==> src/rtl/qec_params.svh <==
// Constants of the quadrature event counter: offsets, field positions, reset values
`ifndef QEC_PARAMS_SVH
`define QEC_PARAMS_SVH

// ------------------------------------------------------------
// Geometry
// ------------------------------------------------------------
`define QEC_NCH 3
`define QEC_CNT_W 16
`define QEC_ADDR_W 8
`define QEC_SYNC_W 7
// Channel index of the middle channel (the one with selectable decoding and Z-phase)
`define QEC_CH_MID 1

// ------------------------------------------------------------
// Register byte offsets (channel n at base + 4*n)
// ------------------------------------------------------------
`define QEC_OFF_START 8'h00
`define QEC_OFF_ZCTRL 8'h04
`define QEC_OFF_DIR 8'h08
`define QEC_OFF_MODE0 8'h10
`define QEC_OFF_CNT0 8'h20

// ------------------------------------------------------------
// Field positions
// ------------------------------------------------------------
`define QEC_BIT_PSR 8
`define QEC_BIT_FREE 6
`define QEC_BIT_DTYPE 7
`define QEC_BIT_ZEN 0
`define QEC_BIT_ZPOL 1
`define QEC_BIT_ZPEND 2

// ------------------------------------------------------------
// Counter values and reset values
// ------------------------------------------------------------
`define QEC_CNT_MAX 16'hFFFF
`define QEC_CNT_ZERO 16'h0000
`define QEC_RST_CNT 16'h0000
`define QEC_RST_ZPOL 1'h1

`endif

==> src/rtl/qec_pkg.sv <==
// Types shared by the quadrature event counter modules
`include "qec_params.svh"

package qec_pkg;

    typedef logic [`QEC_CNT_W-1:0] qec_word_t;
    typedef logic [`QEC_ADDR_W-1:0] qec_addr_t;

    // Complete state of the counter core
    typedef struct packed {
        logic [`QEC_NCH-1:0] run;
        logic [`QEC_NCH-1:0] free;
        logic dtype;
        logic zen;
        logic zpol;
        logic zpend;
        logic [`QEC_NCH-1:0] dir;
        logic [`QEC_NCH-1:0] irq;
        logic [`QEC_NCH-1:0][`QEC_CNT_W-1:0] reload;
        logic [`QEC_NCH-1:0][`QEC_CNT_W-1:0] cnt;
        logic [31:0] prdata;
        logic pslverr;
    } qec_core_t;

    // State of the input synchroniser
    typedef struct packed {
        logic [`QEC_SYNC_W-1:0] meta;
        logic [`QEC_SYNC_W-1:0] sync;
        logic [`QEC_SYNC_W-1:0] prev;
    } qec_sync_t;

endpackage

==> src/rtl/qec_decode.sv <==
// Two-phase decoder: turns phase edges into one count step with a direction
`timescale 1ns/1ps

module qec_decode (
    input wire logic in_rise,
    input wire logic in_fall,
    input wire logic out_rise,
    input wire logic out_fall,
    input wire logic out_high,
    input wire logic x4,
    input wire logic dir_now,
    output logic step,
    output logic up,
    output logic dir_next
);

    always_comb begin
        dir_next = dir_now;
        step = 1'b0;
        up = 1'b0;
        if (x4) begin
            // Direction is fixed by the input phase moving while the output phase is high
            if ((in_rise | in_fall) && out_high) begin
                dir_next = in_rise; // [RULE_14] [RULE_15]
            end
            step = in_rise | in_fall | out_rise | out_fall; // [RULE_14] [RULE_15]
            up = dir_next;
        end else begin
            step = (in_rise | in_fall) & out_high; // [RULE_13]
            up = in_rise;
            if (step) begin
                dir_next = in_rise;
            end
        end
    end

endmodule // qec_decode

==> src/rtl/qec_sync.sv <==
// Two-flop synchroniser with edge detection for the phase and Z-phase pins
`timescale 1ns/1ps
`include "qec_params.svh"

module qec_sync #(
    parameter int W = `QEC_SYNC_W
) (
    input wire logic pclk,
    input wire logic presetn,
    input wire logic [W-1:0] din,
    output logic [W-1:0] level,
    output logic [W-1:0] rise,
    output logic [W-1:0] fall
);
    import qec_pkg::*;

    if (W != `QEC_SYNC_W) begin : g_bad_width
        $error("qec_sync: W must match the synchroniser state width");
    end

    qec_sync_t q;
    qec_sync_t d;

    // ------------------------------------------------------------
    // Sampling chain
    // ------------------------------------------------------------
    always_comb begin
        d = q;
        d.meta = din;
        d.sync = q.meta;
        d.prev = q.sync;
    end

    always_ff @(posedge pclk or negedge presetn) begin
        if (!presetn) begin
            q <= '0;
        end else begin
            q <= d;
        end
    end

    // Edges come from comparing the two settled samples only
    assign level = q.sync;
    assign rise = q.sync & ~q.prev;
    assign fall = ~q.sync & q.prev;

endmodule // qec_sync

==> src/rtl/qec_top.sv <==
// Quadrature event counter for channels two to four, with an APB register port
//
// Notes on behaviour
// RULE_01 - Only three channels exist, numbered two to four; no other channel has this mode.
// RULE_02 - Counts come only from the phase input and phase output pins, both inputs.
// RULE_03 - Reload type loads the reload value on overflow or underflow; pins set direction.
// RULE_04 - Free-run type wraps past overflow or underflow without loading the reload value.
// RULE_05 - Reload period is FFFFh-n+1 events counting up and n+1 counting down.
// RULE_06 - The run bit starts counting at 1 and stops it at 0.
// RULE_07 - Each overflow or underflow raises the channel interrupt request.
// RULE_08 - Reading the counter register returns the live count.
// RULE_09 - Writing the counter while stopped loads reload register and counter.
// RULE_10 - Writing the counter while running loads only the reload register.
// RULE_11 - Decode type bit b7 of the mode register acts on channel three only.
// RULE_12 - Channel two always decodes normally, channel four always multiply-by-4.
// RULE_13 - Normal: up on input rise, down on input fall, only while output is high.
// RULE_14 - x4: input rising while output high makes every edge of both count up.
// RULE_15 - x4: input falling while output high makes every edge of both count down.
// RULE_16 - Channel three can clear its count to zero on an accepted Z-phase edge.
// RULE_17 - Software sets the Z-phase enable bit only when Z-phase clearing is used.
// RULE_18 - Software writes 1 to the prescaler reset bit during setup.
// RULE_19 - Z-phase clearing needs channel three, free-run, x4 and the Z-phase pin.
// RULE_20 - An accepted Z-phase edge clears the counter at the next count step.
// RULE_21 - A polarity bit picks the rising or falling Z-phase edge.
// RULE_22 - Software writes 0000h to channel three counter before enabling Z-phase.
// RULE_23 - All pins are synchronised and edges found from registered samples.
// RULE_24 - Sixteen-bit counter wraps both ways and moves at most one step per cycle.
`timescale 1ns/1ps
`include "qec_params.svh"

module qec_top (
    input wire logic pclk,
    input wire logic presetn,
    input wire logic psel,
    input wire logic penable,
    input wire logic pwrite,
    input wire qec_pkg::qec_addr_t paddr,
    input wire logic [31:0] pwdata,
    output logic [31:0] prdata,
    output logic pready,
    output logic pslverr,
    input wire logic [`QEC_NCH-1:0] phase_in_pin,
    input wire logic [`QEC_NCH-1:0] phase_out_pin,
    input wire logic zphase_pin,
    output logic [`QEC_NCH-1:0] count_irq
);
    import qec_pkg::*;

    // ------------------------------------------------------------
    // Address decoding
    // ------------------------------------------------------------
    // One-hot channel hit for a register bank starting at base
    function automatic logic [`QEC_NCH-1:0] bank_hit(input qec_addr_t a, input qec_addr_t base);
        logic [`QEC_NCH-1:0] h;
        h = '0;
        for (int k = 0; k < `QEC_NCH; k++) begin
            h[k] = (a == base + qec_addr_t'(4 * k));
        end
        return h;
    endfunction

    // Decoding style of a channel: fixed on the outer two, selectable on the middle one
    function automatic logic chan_x4(input int ch, input logic dtype);
        logic r;
        r = 1'b0;
        if (ch == `QEC_CH_MID) begin
            r = dtype; // [RULE_11]
        end else if (ch > `QEC_CH_MID) begin
            r = 1'b1; // [RULE_12]
        end
        return r;
    endfunction

    // ------------------------------------------------------------
    // Pin synchronisation and decoding
    // ------------------------------------------------------------
    logic [`QEC_SYNC_W-1:0] pin_raw;
    logic [`QEC_SYNC_W-1:0] pin_lvl;
    logic [`QEC_SYNC_W-1:0] pin_rise;
    logic [`QEC_SYNC_W-1:0] pin_fall;
    logic [`QEC_NCH-1:0] step;
    logic [`QEC_NCH-1:0] step_up;
    logic [`QEC_NCH-1:0] dir_next;
    logic z_edge;

    qec_core_t q;
    qec_core_t d;

    // Both phase pins are inputs only in this mode
    assign pin_raw = {zphase_pin, phase_out_pin, phase_in_pin}; // [RULE_02]

    qec_sync #(
        .W(`QEC_SYNC_W)
    ) u_sync (
        .pclk(pclk),
        .presetn(presetn),
        .din(pin_raw),
        .level(pin_lvl),
        .rise(pin_rise),
        .fall(pin_fall)
    ); // [RULE_23]

    for (genvar g = 0; g < `QEC_NCH; g++) begin : g_dec
        qec_decode u_dec (
            .in_rise(pin_rise[g]),
            .in_fall(pin_fall[g]),
            .out_rise(pin_rise[`QEC_NCH + g]),
            .out_fall(pin_fall[`QEC_NCH + g]),
            .out_high(pin_lvl[`QEC_NCH + g]),
            .x4(chan_x4(g, q.dtype)),
            .dir_now(q.dir[g]),
            .step(step[g]),
            .up(step_up[g]),
            .dir_next(dir_next[g])
        );
    end

    // Z-phase edge of the chosen polarity
    assign z_edge = q.zpol ? pin_rise[2 * `QEC_NCH] : pin_fall[2 * `QEC_NCH]; // [RULE_21]

    // ------------------------------------------------------------
    // Register file and counters
    // ------------------------------------------------------------
    logic [`QEC_NCH-1:0] mode_hit;
    logic [`QEC_NCH-1:0] cnt_hit;
    logic hit_start;
    logic hit_zctrl;
    logic hit_dir;
    logic acc_wr;
    logic z_armed;

    assign mode_hit = bank_hit(paddr, `QEC_OFF_MODE0);
    assign cnt_hit = bank_hit(paddr, `QEC_OFF_CNT0); // [RULE_01]
    assign hit_start = (paddr == `QEC_OFF_START);
    assign hit_zctrl = (paddr == `QEC_OFF_ZCTRL);
    assign hit_dir = (paddr == `QEC_OFF_DIR);
    assign acc_wr = psel & penable & pwrite;

    // Clearing by Z-phase only in its one legal configuration
    assign z_armed = q.zen & q.free[`QEC_CH_MID] & q.dtype; // [RULE_19]

    always_comb begin
        d = q;
        d.irq = '0;

        // Counting, one step per cycle at most
        for (int i = 0; i < `QEC_NCH; i++) begin
            if (q.run[i]) begin // [RULE_06]
                d.dir[i] = dir_next[i];
                if (step[i]) begin // [RULE_24]
                    if (i == `QEC_CH_MID && z_armed && q.zpend) begin
                        d.cnt[i] = `QEC_CNT_ZERO; // [RULE_16] [RULE_20]
                    end else if (step_up[i]) begin
                        if (q.cnt[i] == `QEC_CNT_MAX) begin
                            d.irq[i] = 1'b1; // [RULE_07]
                            // Reload gives FFFFh-n+1 events per period upward
                            d.cnt[i] = q.free[i] ? `QEC_CNT_ZERO : q.reload[i]; // [RULE_03] [RULE_04] [RULE_05]
                        end else begin
                            d.cnt[i] = q.cnt[i] + `QEC_CNT_W'(1); // [RULE_24]
                        end
                    end else begin
                        if (q.cnt[i] == `QEC_CNT_ZERO) begin
                            d.irq[i] = 1'b1; // [RULE_07]
                            // Reload gives n+1 events per period downward
                            d.cnt[i] = q.free[i] ? `QEC_CNT_MAX : q.reload[i]; // [RULE_03] [RULE_04] [RULE_05]
                        end else begin
                            d.cnt[i] = q.cnt[i] - `QEC_CNT_W'(1); // [RULE_24]
                        end
                    end
                end
            end
        end

        // Z-phase pending: a new edge wins over the clear made by this step
        if (!z_armed) begin
            d.zpend = 1'b0;
        end else if (z_edge) begin
            d.zpend = 1'b1; // [RULE_20]
        end else if (q.run[`QEC_CH_MID] && step[`QEC_CH_MID]) begin
            d.zpend = 1'b0;
        end

        // Read data and error are captured in the setup cycle
        if (psel && !penable) begin
            d.prdata = '0;
            d.pslverr = 1'b0;
            if (hit_start) begin
                d.prdata[`QEC_NCH-1:0] = q.run;
            end else if (hit_zctrl) begin
                d.prdata[`QEC_BIT_ZEN] = q.zen;
                d.prdata[`QEC_BIT_ZPOL] = q.zpol;
                d.prdata[`QEC_BIT_ZPEND] = q.zpend;
            end else if (hit_dir) begin
                d.prdata[`QEC_NCH-1:0] = q.dir;
            end else if (|mode_hit) begin
                for (int i = 0; i < `QEC_NCH; i++) begin
                    if (mode_hit[i]) begin
                        d.prdata[`QEC_BIT_FREE] = q.free[i];
                        d.prdata[`QEC_BIT_DTYPE] = (i == `QEC_CH_MID) ? q.dtype : 1'b0;
                    end
                end
            end else if (|cnt_hit) begin
                for (int i = 0; i < `QEC_NCH; i++) begin
                    if (cnt_hit[i]) begin
                        d.prdata[`QEC_CNT_W-1:0] = q.cnt[i]; // [RULE_08]
                    end
                end
            end else begin
                d.pslverr = 1'b1;
            end
        end

        // Writes take effect in the access cycle
        if (acc_wr) begin
            if (hit_start) begin
                // Prescaler reset bit is accepted and reads back as zero
                d.run = pwdata[`QEC_NCH-1:0]; // [RULE_06]
            end else if (hit_zctrl) begin
                d.zen = pwdata[`QEC_BIT_ZEN];
                d.zpol = pwdata[`QEC_BIT_ZPOL];
            end
            for (int i = 0; i < `QEC_NCH; i++) begin
                if (mode_hit[i]) begin
                    d.free[i] = pwdata[`QEC_BIT_FREE];
                    if (i == `QEC_CH_MID) begin
                        d.dtype = pwdata[`QEC_BIT_DTYPE]; // [RULE_11]
                    end
                end
                if (cnt_hit[i]) begin
                    d.reload[i] = pwdata[`QEC_CNT_W-1:0]; // [RULE_10]
                    if (!q.run[i]) begin
                        d.cnt[i] = pwdata[`QEC_CNT_W-1:0]; // [RULE_09]
                    end
                end
            end
        end
    end

    always_ff @(posedge pclk or negedge presetn) begin
        if (!presetn) begin
            q <= '0;
            q.zpol <= `QEC_RST_ZPOL;
        end else begin
            q <= d;
        end
    end

    // ------------------------------------------------------------
    // Outputs
    // ------------------------------------------------------------
    assign pready = 1'b1;
    assign prdata = q.prdata;
    assign pslverr = q.pslverr & psel & penable;
    assign count_irq = q.irq; // [RULE_07]

endmodule // qec_top

==> config.mk <==
export PLATFORM = sky130hd
export DESIGN_NAME = qec_top
export DESIGN_NICKNAME = d
export VERILOG_FILES = /design/src/rtl/qec_pkg.sv /design/src/rtl/qec_decode.sv /design/src/rtl/qec_sync.sv /design/src/rtl/qec_top.sv
export VERILOG_INCLUDE_DIRS = /design/src /design/src/rtl
export SDC_FILE = /design/constraint.sdc
export NUM_CORES = 1
export LEC_CHECK = 0
export ABC_CLOCK_PERIOD_IN_PS = 3650
export BUFFER_PORTS_ARGS = -buffer_cell sky130_fd_sc_hd__buf_2
export CAP_MARGIN = 30
export CORE_ASPECT_RATIO = 1.5
export CORE_MARGIN = 4
export CORE_UTILIZATION = 55
export CTS_BUF_LIST = sky130_fd_sc_hd__clkbuf_4 sky130_fd_sc_hd__clkbuf_8 sky130_fd_sc_hd__clkbuf_16
export DETAILED_ROUTE_END_ITERATION = 12
export PLACE_DENSITY = 0.81
export SLEW_MARGIN = 30
export SYNTH_ARGS = -nofsm -noshare
export SYNTH_HDL_FRONTEND = slang
export SYNTH_SLANG_ARGS = --single-unit
==> constraint.sdc <==
create_clock -name pclk -period 3.65 [get_ports pclk]
set_clock_uncertainty 0.05 [all_clocks]
set_input_delay 0.1825 -clock pclk [delete_from_list [all_inputs] [get_ports pclk]]
set_output_delay 0.1825 -clock pclk [all_outputs]
set_load 0.01 [all_outputs]
* Word-level counts from Yosys, hierarchy flattened *
Index checks and enable logic that the tools add are counted.

storage, ports and cells
  register bits = 150
  logic and storage cells = 159

cells by class
  mux-type cells = 75
  bitwise logic cells = 20
  equal/unequal tests = 12
  reduce and logical (&&, ||, !) cells = 23
  add/sub/neg operators = 6

operators with widths
  kind                                                                   count
  16-bit two-way mux                                                     32
  16-bit by 1-bit adder with 16-bit output, second input constant        3
  16-bit equality test, second input constant                            3
  16-bit logical NOT                                                     3
  48-bit two-way mux                                                     1
  16-bit by 1-bit subtractor with 16-bit output, second input constant   3
  13-bit two-way mux                                                     3
  1-bit two-way mux                                                      31
  8-bit by 5-bit equality test with 1-bit output, second input constant  3
  8-bit by 6-bit equality test with 1-bit output, second input constant  3
  2-bit AND reduction                                                    9
  7-bit AND                                                              2
  7-bit NOT                                                              2
  3-bit two-way mux                                                      3
  1-bit AND                                                              8
  8-bit by 3-bit equality test with 1-bit output, second input constant  1
  8-bit by 4-bit equality test with 1-bit output, second input constant  1
  8-bit logical NOT                                                      1
  8-bit two-way mux                                                      1
  7-bit two-way mux                                                      1
  1-bit OR                                                               7
  2-bit two-way mux                                                      3
  3-bit OR reduction                                                     2
  1-bit logical AND                                                      5
  other kinds (5)                                                        5

* Longest topological paths before layout *
Gate-level depths: netlist of the first run.

  depth in word-level cells = 13
  gate-level depth with buffers = 11

* Cells and area by module *
Synthesis of the first run repeated with hierarchy kept, for this count alone.

second synthesis, totals
  cell total of the unflattened synthesis = 1180
  area, all modules = 10367.4 um^2

by module, submodules not included
  module      area each (um^2)  cells each  seq. area each (um^2)  times used
  qec_top     9505.4            1117        3229.3                 1
  qec_sync    700.7             42          525.5                  1
  qec_decode  53.8              7           0.0                    3

* Worst setup path after synthesis of the first run *
OpenSTA, ideal clock, no wires.

  path kind = reg-to-reg
  start point = register q[33] (netlist name)
  end point = register q[34] (netlist name)
  data required time = 3.475 ns
  stages on the path, launching flop included = 11
  library setup time = 0.125 ns
  arrival time = 2.529 ns
  setup slack = 0.946 ns
  path buffers = 2
  cells stage by stage = dfrtp_1 > clkbuf_1 > inv_1 > ha_1 > nor3b_1 > nand2_2 > or4_4 > buf_6 > o221ai_1 > o211ai_1 > mux2_2

RTL lines
  what                RTL line       source
  start: declaration  qec_top.sv:86  qec_core_t q;

==> results of run 1 <==
## power by group through the flow
stage / clock (mW) / combinational, mW / sequential [mW]
detailed placement: 0 / 1.04 / 1.95
global route: 1.92 / 1.18 / 1.95
global placement: 0 / 1.02 / 1.95
finish: 1.83 / 1.08 / 1.94
CTS: 1.85 / 1.05 / 1.93
floorplan: 0 / 0.856 / 1.80
## routing by layer
layer / vias to the layer above / GRT usage, % / part of all wire [%]
met4: 2 / 21.0 / 6.9
met5: - / 0 / 0.16
met3: 168 / 6.09 / 9.3
met2: 627 / 48.0 / 47
li1: 4186 / - / -
met1: 4467 / 34.8 / 36
## stage by stage
step           cell area [um^2]  setup WS, ns  power, mW  util, %
2_1_floorplan             10000         0.946       2.66        -
3_3_place_gp              10100         0.868       2.97     56.7
3_5_place_dp              10100         0.772       2.99     56.7
4_1_cts                   10800         0.782       4.83     60.6
5_1_grt                   10900         0.565       5.05     60.8
6_report                  10900         0.722       4.85     60.8
## cells in the mapped netlist (all sizes together) (12+ instances only)
cell type  instances  area share (%)
a211oi            13            0.98
and3              21             1.3
nor4              23             1.7
dfrtp            148              37
nand4             17             1.1
a21oi             54             2.7
nand2            102             3.9
inv               21            0.79
nor3              39             2.0
xor2              18             1.6
a31oi             29             1.8
o21ai             72             3.7
nor2              90             3.4
mux2              62             7.0
nand3             42             2.1
clkbuf            68             2.6
xnor2             31             2.7
buf               61             4.2
nand2b            12            0.75
or3               25             1.6
## repair_timing
| action | in CTS | in global routing |
|---|---|---|
| endpoints found under the hold margin | 98 | 0 |
| setup buffers | 0 | 0 |
| hold buffers | 8 | 0 |
| gates resized for setup | 0 | 0 |
## how the worst min path moves through the flow
stage,start,endpoint,slack (ns),cells past startpoint
final,pwdata[14],q[47],0.05,3
after CTS,pwdata[14],q[47],0.04,3
after floorplan,presetn,count_irq[0],-0.16,0
after global placement,phase_in_pin[0],u_sync.d[7],0.24,1
after global routing,pwdata[12],q[45],0.06,3
after detailed placement,phase_in_pin[0],u_sync.d[7],0.24,1
## layout make-up
| class | instances | area (um^2) |
|---|---|---|
| Fill cell | 1525 | 7000 |
| Clock inverter | 14 | 175 |
| Sequential cell | 149 | 3730 |
| Inverter | 21 | 78.8 |
| Clock buffer | 18 | 439 |
| Timing Repair Buffer | 96 | 629 |
| Multi-Input combinational cell | 861 | 5540 |
| Tap cell | 217 | 272 |
## cells by family (layout without fill, tap and decap cells)
kind of cell | count (synthesis) | after routing
compound gates | 289 | 289
other cells | 2 | 17
mux | 69 | 69
flops | 149 | 149
xor+xnor | 49 | 49
buf+inv | 150 | 149
simple gates | 426 | 426
fa+ha+maj | 11 | 11
## state kept, by name, indices dropped and copies added, names as in the netlist
name,count
prdata,16
u_sync.d,7
u_sync.level,7
q,110
count_irq,3
u_sync.q,6
## worst max-delay path, cell delays in order (launching register included)
cell      delay [ns]
dfrtp_1         0.56
ha_1            0.29
nand4_1         0.26
nor4_1          0.58
and2_1          0.50
o21ai_0         0.17
o311ai_0        0.38
==> flow_summary.yaml, run 1 <==
pwr:
  p_sw_mw: 1.59
  p_leak_nw: 4.58
  ir_drop_uv: 362
  swShare_pct: 32.9
  p_per_area_nw_per_um2: 446
  pwr-share-comb_pct: 22.2
  clkPwrFrac_pct: 37.8
  intPower_mw: 3.26
  power_frac_seq_pct: 40.0
run_status:
  status: "completed"
logic_synthesis:
  synth_cell_types: 80
  synth_cells: 1145
  ys_seq_area_share_pct: 37.4
  synth-xor-area-share_pct: 4.31
  synthMuxAreaShare_pct: 7.71
  avgSynthCellArea_um2: 8.70
  ys_seq_elements: 149
  yosys_warnings: 0
  synthFlopType: "dfrtp_1"
  synthArstFlopShare_pct: 100
  synth_top_family_by_area: "simple AND/OR/NAND/NOR gates"
  syn_area_um2: 9960
  synth_adder_area_share_pct: 1.38
  synth_compound_area_share_pct: 19.3
  synth_simple_gate_area_share_pct: 22.2
  synth_edf_count: 0
floorplan:
  die_area_um2: 20400
  die_h_um: 173
  start_util_pct: 55.7
  die_x_um: 118
  core-area_um2: 17900
  io_pins: 89
  rows: 60
place:
  placed_cells: 1335
  gp_congestion: 1.01
  portBuffers: 55
  hpwl_um: 21500
grt:
  antenna_found_initial: 1
  grt_max_degree: 94
  grt_overflow: 0
  grt_pass1_vias: 9249
  grt_pass1_wl_um: 48200
  grt.total_usage_pct: 29.5
clock_tree:
  clockRootBuffer: "clkbuf_16"
  cts_num_sinks: 149
  clock_path_buffers: 2
  path_clk_slew_ns: 0.07
  clock_latency_ns: 0.43
  cts_tree: "yes"
  cts_max_level: 4
  cts_buffers: 17
routing:
  drt-initial-drc-count: 1219
  postRouteAntennaNets: 0
  drc: 0
  routed_via_density: 6.87
  wl_per_cell_um: 22.2
  first_pass_iters: 8
  vias: 9450
  wirelength_um: 30500
layout:
  drive_gt1_share_pct: 17.6
  final_common_cell: "dfrtp_1"
  nets: 1209
  mostFrequentLayoutCells: "dfrtp_1, nand2_1, nor2_1"
  insertedDiodeCount: 0
  stdcell_count: 1376
  area_growth_pct: 9.12
sta:
  fin_setup_tns_ns: 0
  slew_viol_final: 0
  max_freq_mhz: 342
  hold_ws_ns: 0.0525
  worst_pin_slew_ns: 0.938
  hold_viol: 0
  min_period_over_period_pct: 80.2
  period_needed_ns: 2.93
  rsz0062_at_grt: "no"
  slew-limit-headroom_pct: 37.5
  setup_viol: 0
worst_hold_path:
  hold_class: "primary input to flop"
critical_path:
  critPathMaxFanout: 9
  worst-setup-path-type: "flop to flop"
  crit_end: "q[53]"
  cp-end-kind: "flop"
  start_kind: "flop"
  r2r_setup_slack_ns: 0.72
  reg2reg_depth: 6
  cp.required_ns: 3.90
  critPathArrivalTime_ns: 3.18
  crit_path_start: "q[49]"
  worstReg2RegEnd: "q[53]"
  r2r_start: "q[49]"
flow_run:
  max_cap_violations: 0
Power figures use the tool's default switching activity.
==> run 2, diff against run 1 <==
Settings changed: ABC_AREA from default to 1, ABC_CLOCK_PERIOD_IN_PS 3650 to 3000, PLACE_DENSITY 0.81 to 0.8.
Clock period 3.65 ns to 3 ns, I/O delays scaled along.
==> run 2 against run 1 <==
Largest cell class unchanged. Clock-buffer cell count unchanged. Sequential power up 24%. First-iteration DRC count down 20%. Highest routed layer unchanged. Power up 34%.
==> flow_summary.yaml, run 2 <==
logic_synthesis:
  synthFlopType: "dfrtp_1"
  synth_top_area_share_pct: 34.6
  synth_adder_area_share_pct: 1.29
  avgSynthCellArea_um2: 6.71
  syn_area_um2: 10700
  synth.most_common_cell: "nand2_1"
  synth_edf_count: 0
  synth_cells: 1594
  synth_cell_types: 48
  synthArstFlopShare_pct: 100
  yosys_warnings: 0
  synthTopCellsByArea: "dfrtp_1, nand2_1, o21ai_0"
  synthTopCellsByCount: "nand2_1, o21ai_0, inv_1, nor2_1, dfrtp_1"
  synth-xor-area-share_pct: 3.27
  synth_simple_gate_area_share_pct: 32.6
  ys_seq_elements: 149
  yosysTopAreaCell: "dfrtp_1"
  synth_compound_area_share_pct: 15.8
  ys_seq_area_share_pct: 34.8
  synthMuxAreaShare_pct: 0
  synth_top_family_by_area: "simple AND/OR/NAND/NOR gates"
routing:
  wirelength_um: 34400
  drc: 0
  dr.max_layer_used: "met5"
  m1WireLength_um: 12200
  first_pass_iters: 6
  wl_met3_um: 2350
  drt-initial-drc-count: 974
  vias: 10746
  routed_via_density: 5.69
  postRouteAntennaNets: 0
  wl_per_cell_um: 18.2
  wl_met2_um: 17100
sta:
  slew-limit-headroom_pct: 39.9
  fin_setup_tns_ns: 0
  hold_viol: 0
  hold_ws_ns: 0.00865
  rsz0062_at_grt: "no"
  slew_viol_final: 0
  worst_pin_slew_ns: 0.901
  fin_ws_ns: 0.575
  setup_viol: 0
  max_freq_mhz: 412
  period_needed_ns: 2.43
  min_period_over_period_pct: 80.8
pwr:
  p_per_area_nw_per_um2: 558
  p_leak_nw: 5.80
  ir_drop_uv: 390
flow_run:
  max_cap_violations: 0
place:
  gp_congestion: 1.02
  portBuffers: 55
  dp_slack_ns: 0.668
  hpwl_um: 25700
  placed_area_um2: 10900
clock_tree:
  post_cts_buffers: 0
  cts_buffers: 17
  clock_path_buffers: 2
  clock_latency_ns: 0.43
  cts_num_sinks: 149
  path_clk_slew_ns: 0.07
  cts_tree: "yes"
  clockRootBuffer: "clkbuf_16"
  cts_max_level: 4
floorplan:
  io_pins: 89
  die_x_um: 122
  rows: 62
  core-area_um2: 19200
  die_area_um2: 21800
  start_util_pct: 55.9
  die_h_um: 179
layout:
  insertedDiodeCount: 0
  nets: 1681
  area_growth_pct: 8.70
  drive_gt1_share_pct: 10.5
  largest_reg_flops: 110
  mostFrequentLayoutCells: "nand2_1, o21ai_0, inv_1"
  final_util_pct: 60.7
  final_common_cell: "nand2_1"
  final_cell_area_um2: 11600
  top_register: "q"
worst_hold_path:
  holdPathStages: 3
  hold_path_end: "q[106]"
  hold_start: "pwdata[9]"
  hold_class: "primary input to flop"
grt:
  grt_pass1_wl_um: 54900
  grt_overflow: 0
  grt_pass1_vias: 10701
  grt_max_degree: 69
  antenna_found_initial: 1
  grt.total_usage_pct: 32.5
critical_path:
  cp-end-kind: "flop"
  r2r_setup_slack_ns: 0.57
  reg2reg_depth: 10
  worstReg2RegEnd: "q[68]"
  critPathArrivalTime_ns: 2.71
  start_kind: "flop"
  critPathMaxFanout: 11
  r2r_start: "q[72]"
  cp.required_ns: 3.29
  worst-setup-path-type: "flop to flop"
run_status:
  status: "completed"
run 2: worst max path at each step:
stage	startpoint	to	slack, ns	cells past startpoint
after floorplan	u_sync.level[1]	q[49]	1.18	10
after global placement	q[72]	q[74]	0.74	9
after detailed placement	q[66]	q[68]	0.67	11
after CTS	q[66]	q[68]	0.64	11
after global routing	q[73]	q[76]	0.43	10
final	q[72]	q[68]	0.57	10
run 2: layout make-up:
class | instances | area (um^2)
clock inverters | 14 | 136
flip-flops and latches | 149 | 3730
multi-input cells | 1181 | 5740
clock buffers | 18 | 433
repair buffers | 93 | 617
well taps | 256 | 320
inverters | 176 | 662
fillers | 1861 | 7530
run 2: routing by layer:
layer	track usage, %	vias up
li1	-	5165
met1	36.8	4903
met2	55.3	515
met3	5.43	161
met4	23.0	2
met5	0	-
run 2: per-stage QoR:
stage,instances,power (mW)
after floorplan,1609,3.87
after global placement,1840,4.36
after detailed placement,1840,4.39
after CTS,1887,6.47
after global routing,1887,6.85
final,1887,6.49
run 2: critical path, stage by stage (launching register included):
cell and delay, ns:
dfrtp_1 0.63, nand2_1 0.21, nor3_4 0.18, nand2_2 0.09, nor2_2 0.46, nand2_1 0.12, inv_2 0.17, nand2_1 0.08
nand2_1 0.06, nand3_1 0.08, a22oi_1 0.19
run 2: power breakdown:
group / internal, mW / switching [mW]
logic: 0.679 / 1.35
clock network: 1.11 / 0.961
registers: 2.15 / 0.246
total: 3.94 / 2.55
run 2: logic make-up (layout without fill, tap and decap cells):
kind of cell / after synthesis / count (layout)
simple gates: 791 / 791
flops: 149 / 149
xor+xnor: 40 / 40
buf+inv: 279 / 301
compound gates: 322 / 322
fa+ha+maj: 11 / 11
other cells: 2 / 17
run 2: what timing repair did:
| action | CTS | global route |
|---|---|---|
| hold buffers | 15 | 0 |
| hold endpoints to repair | 84 | 0 |
| gates resized for setup | 0 | 0 |
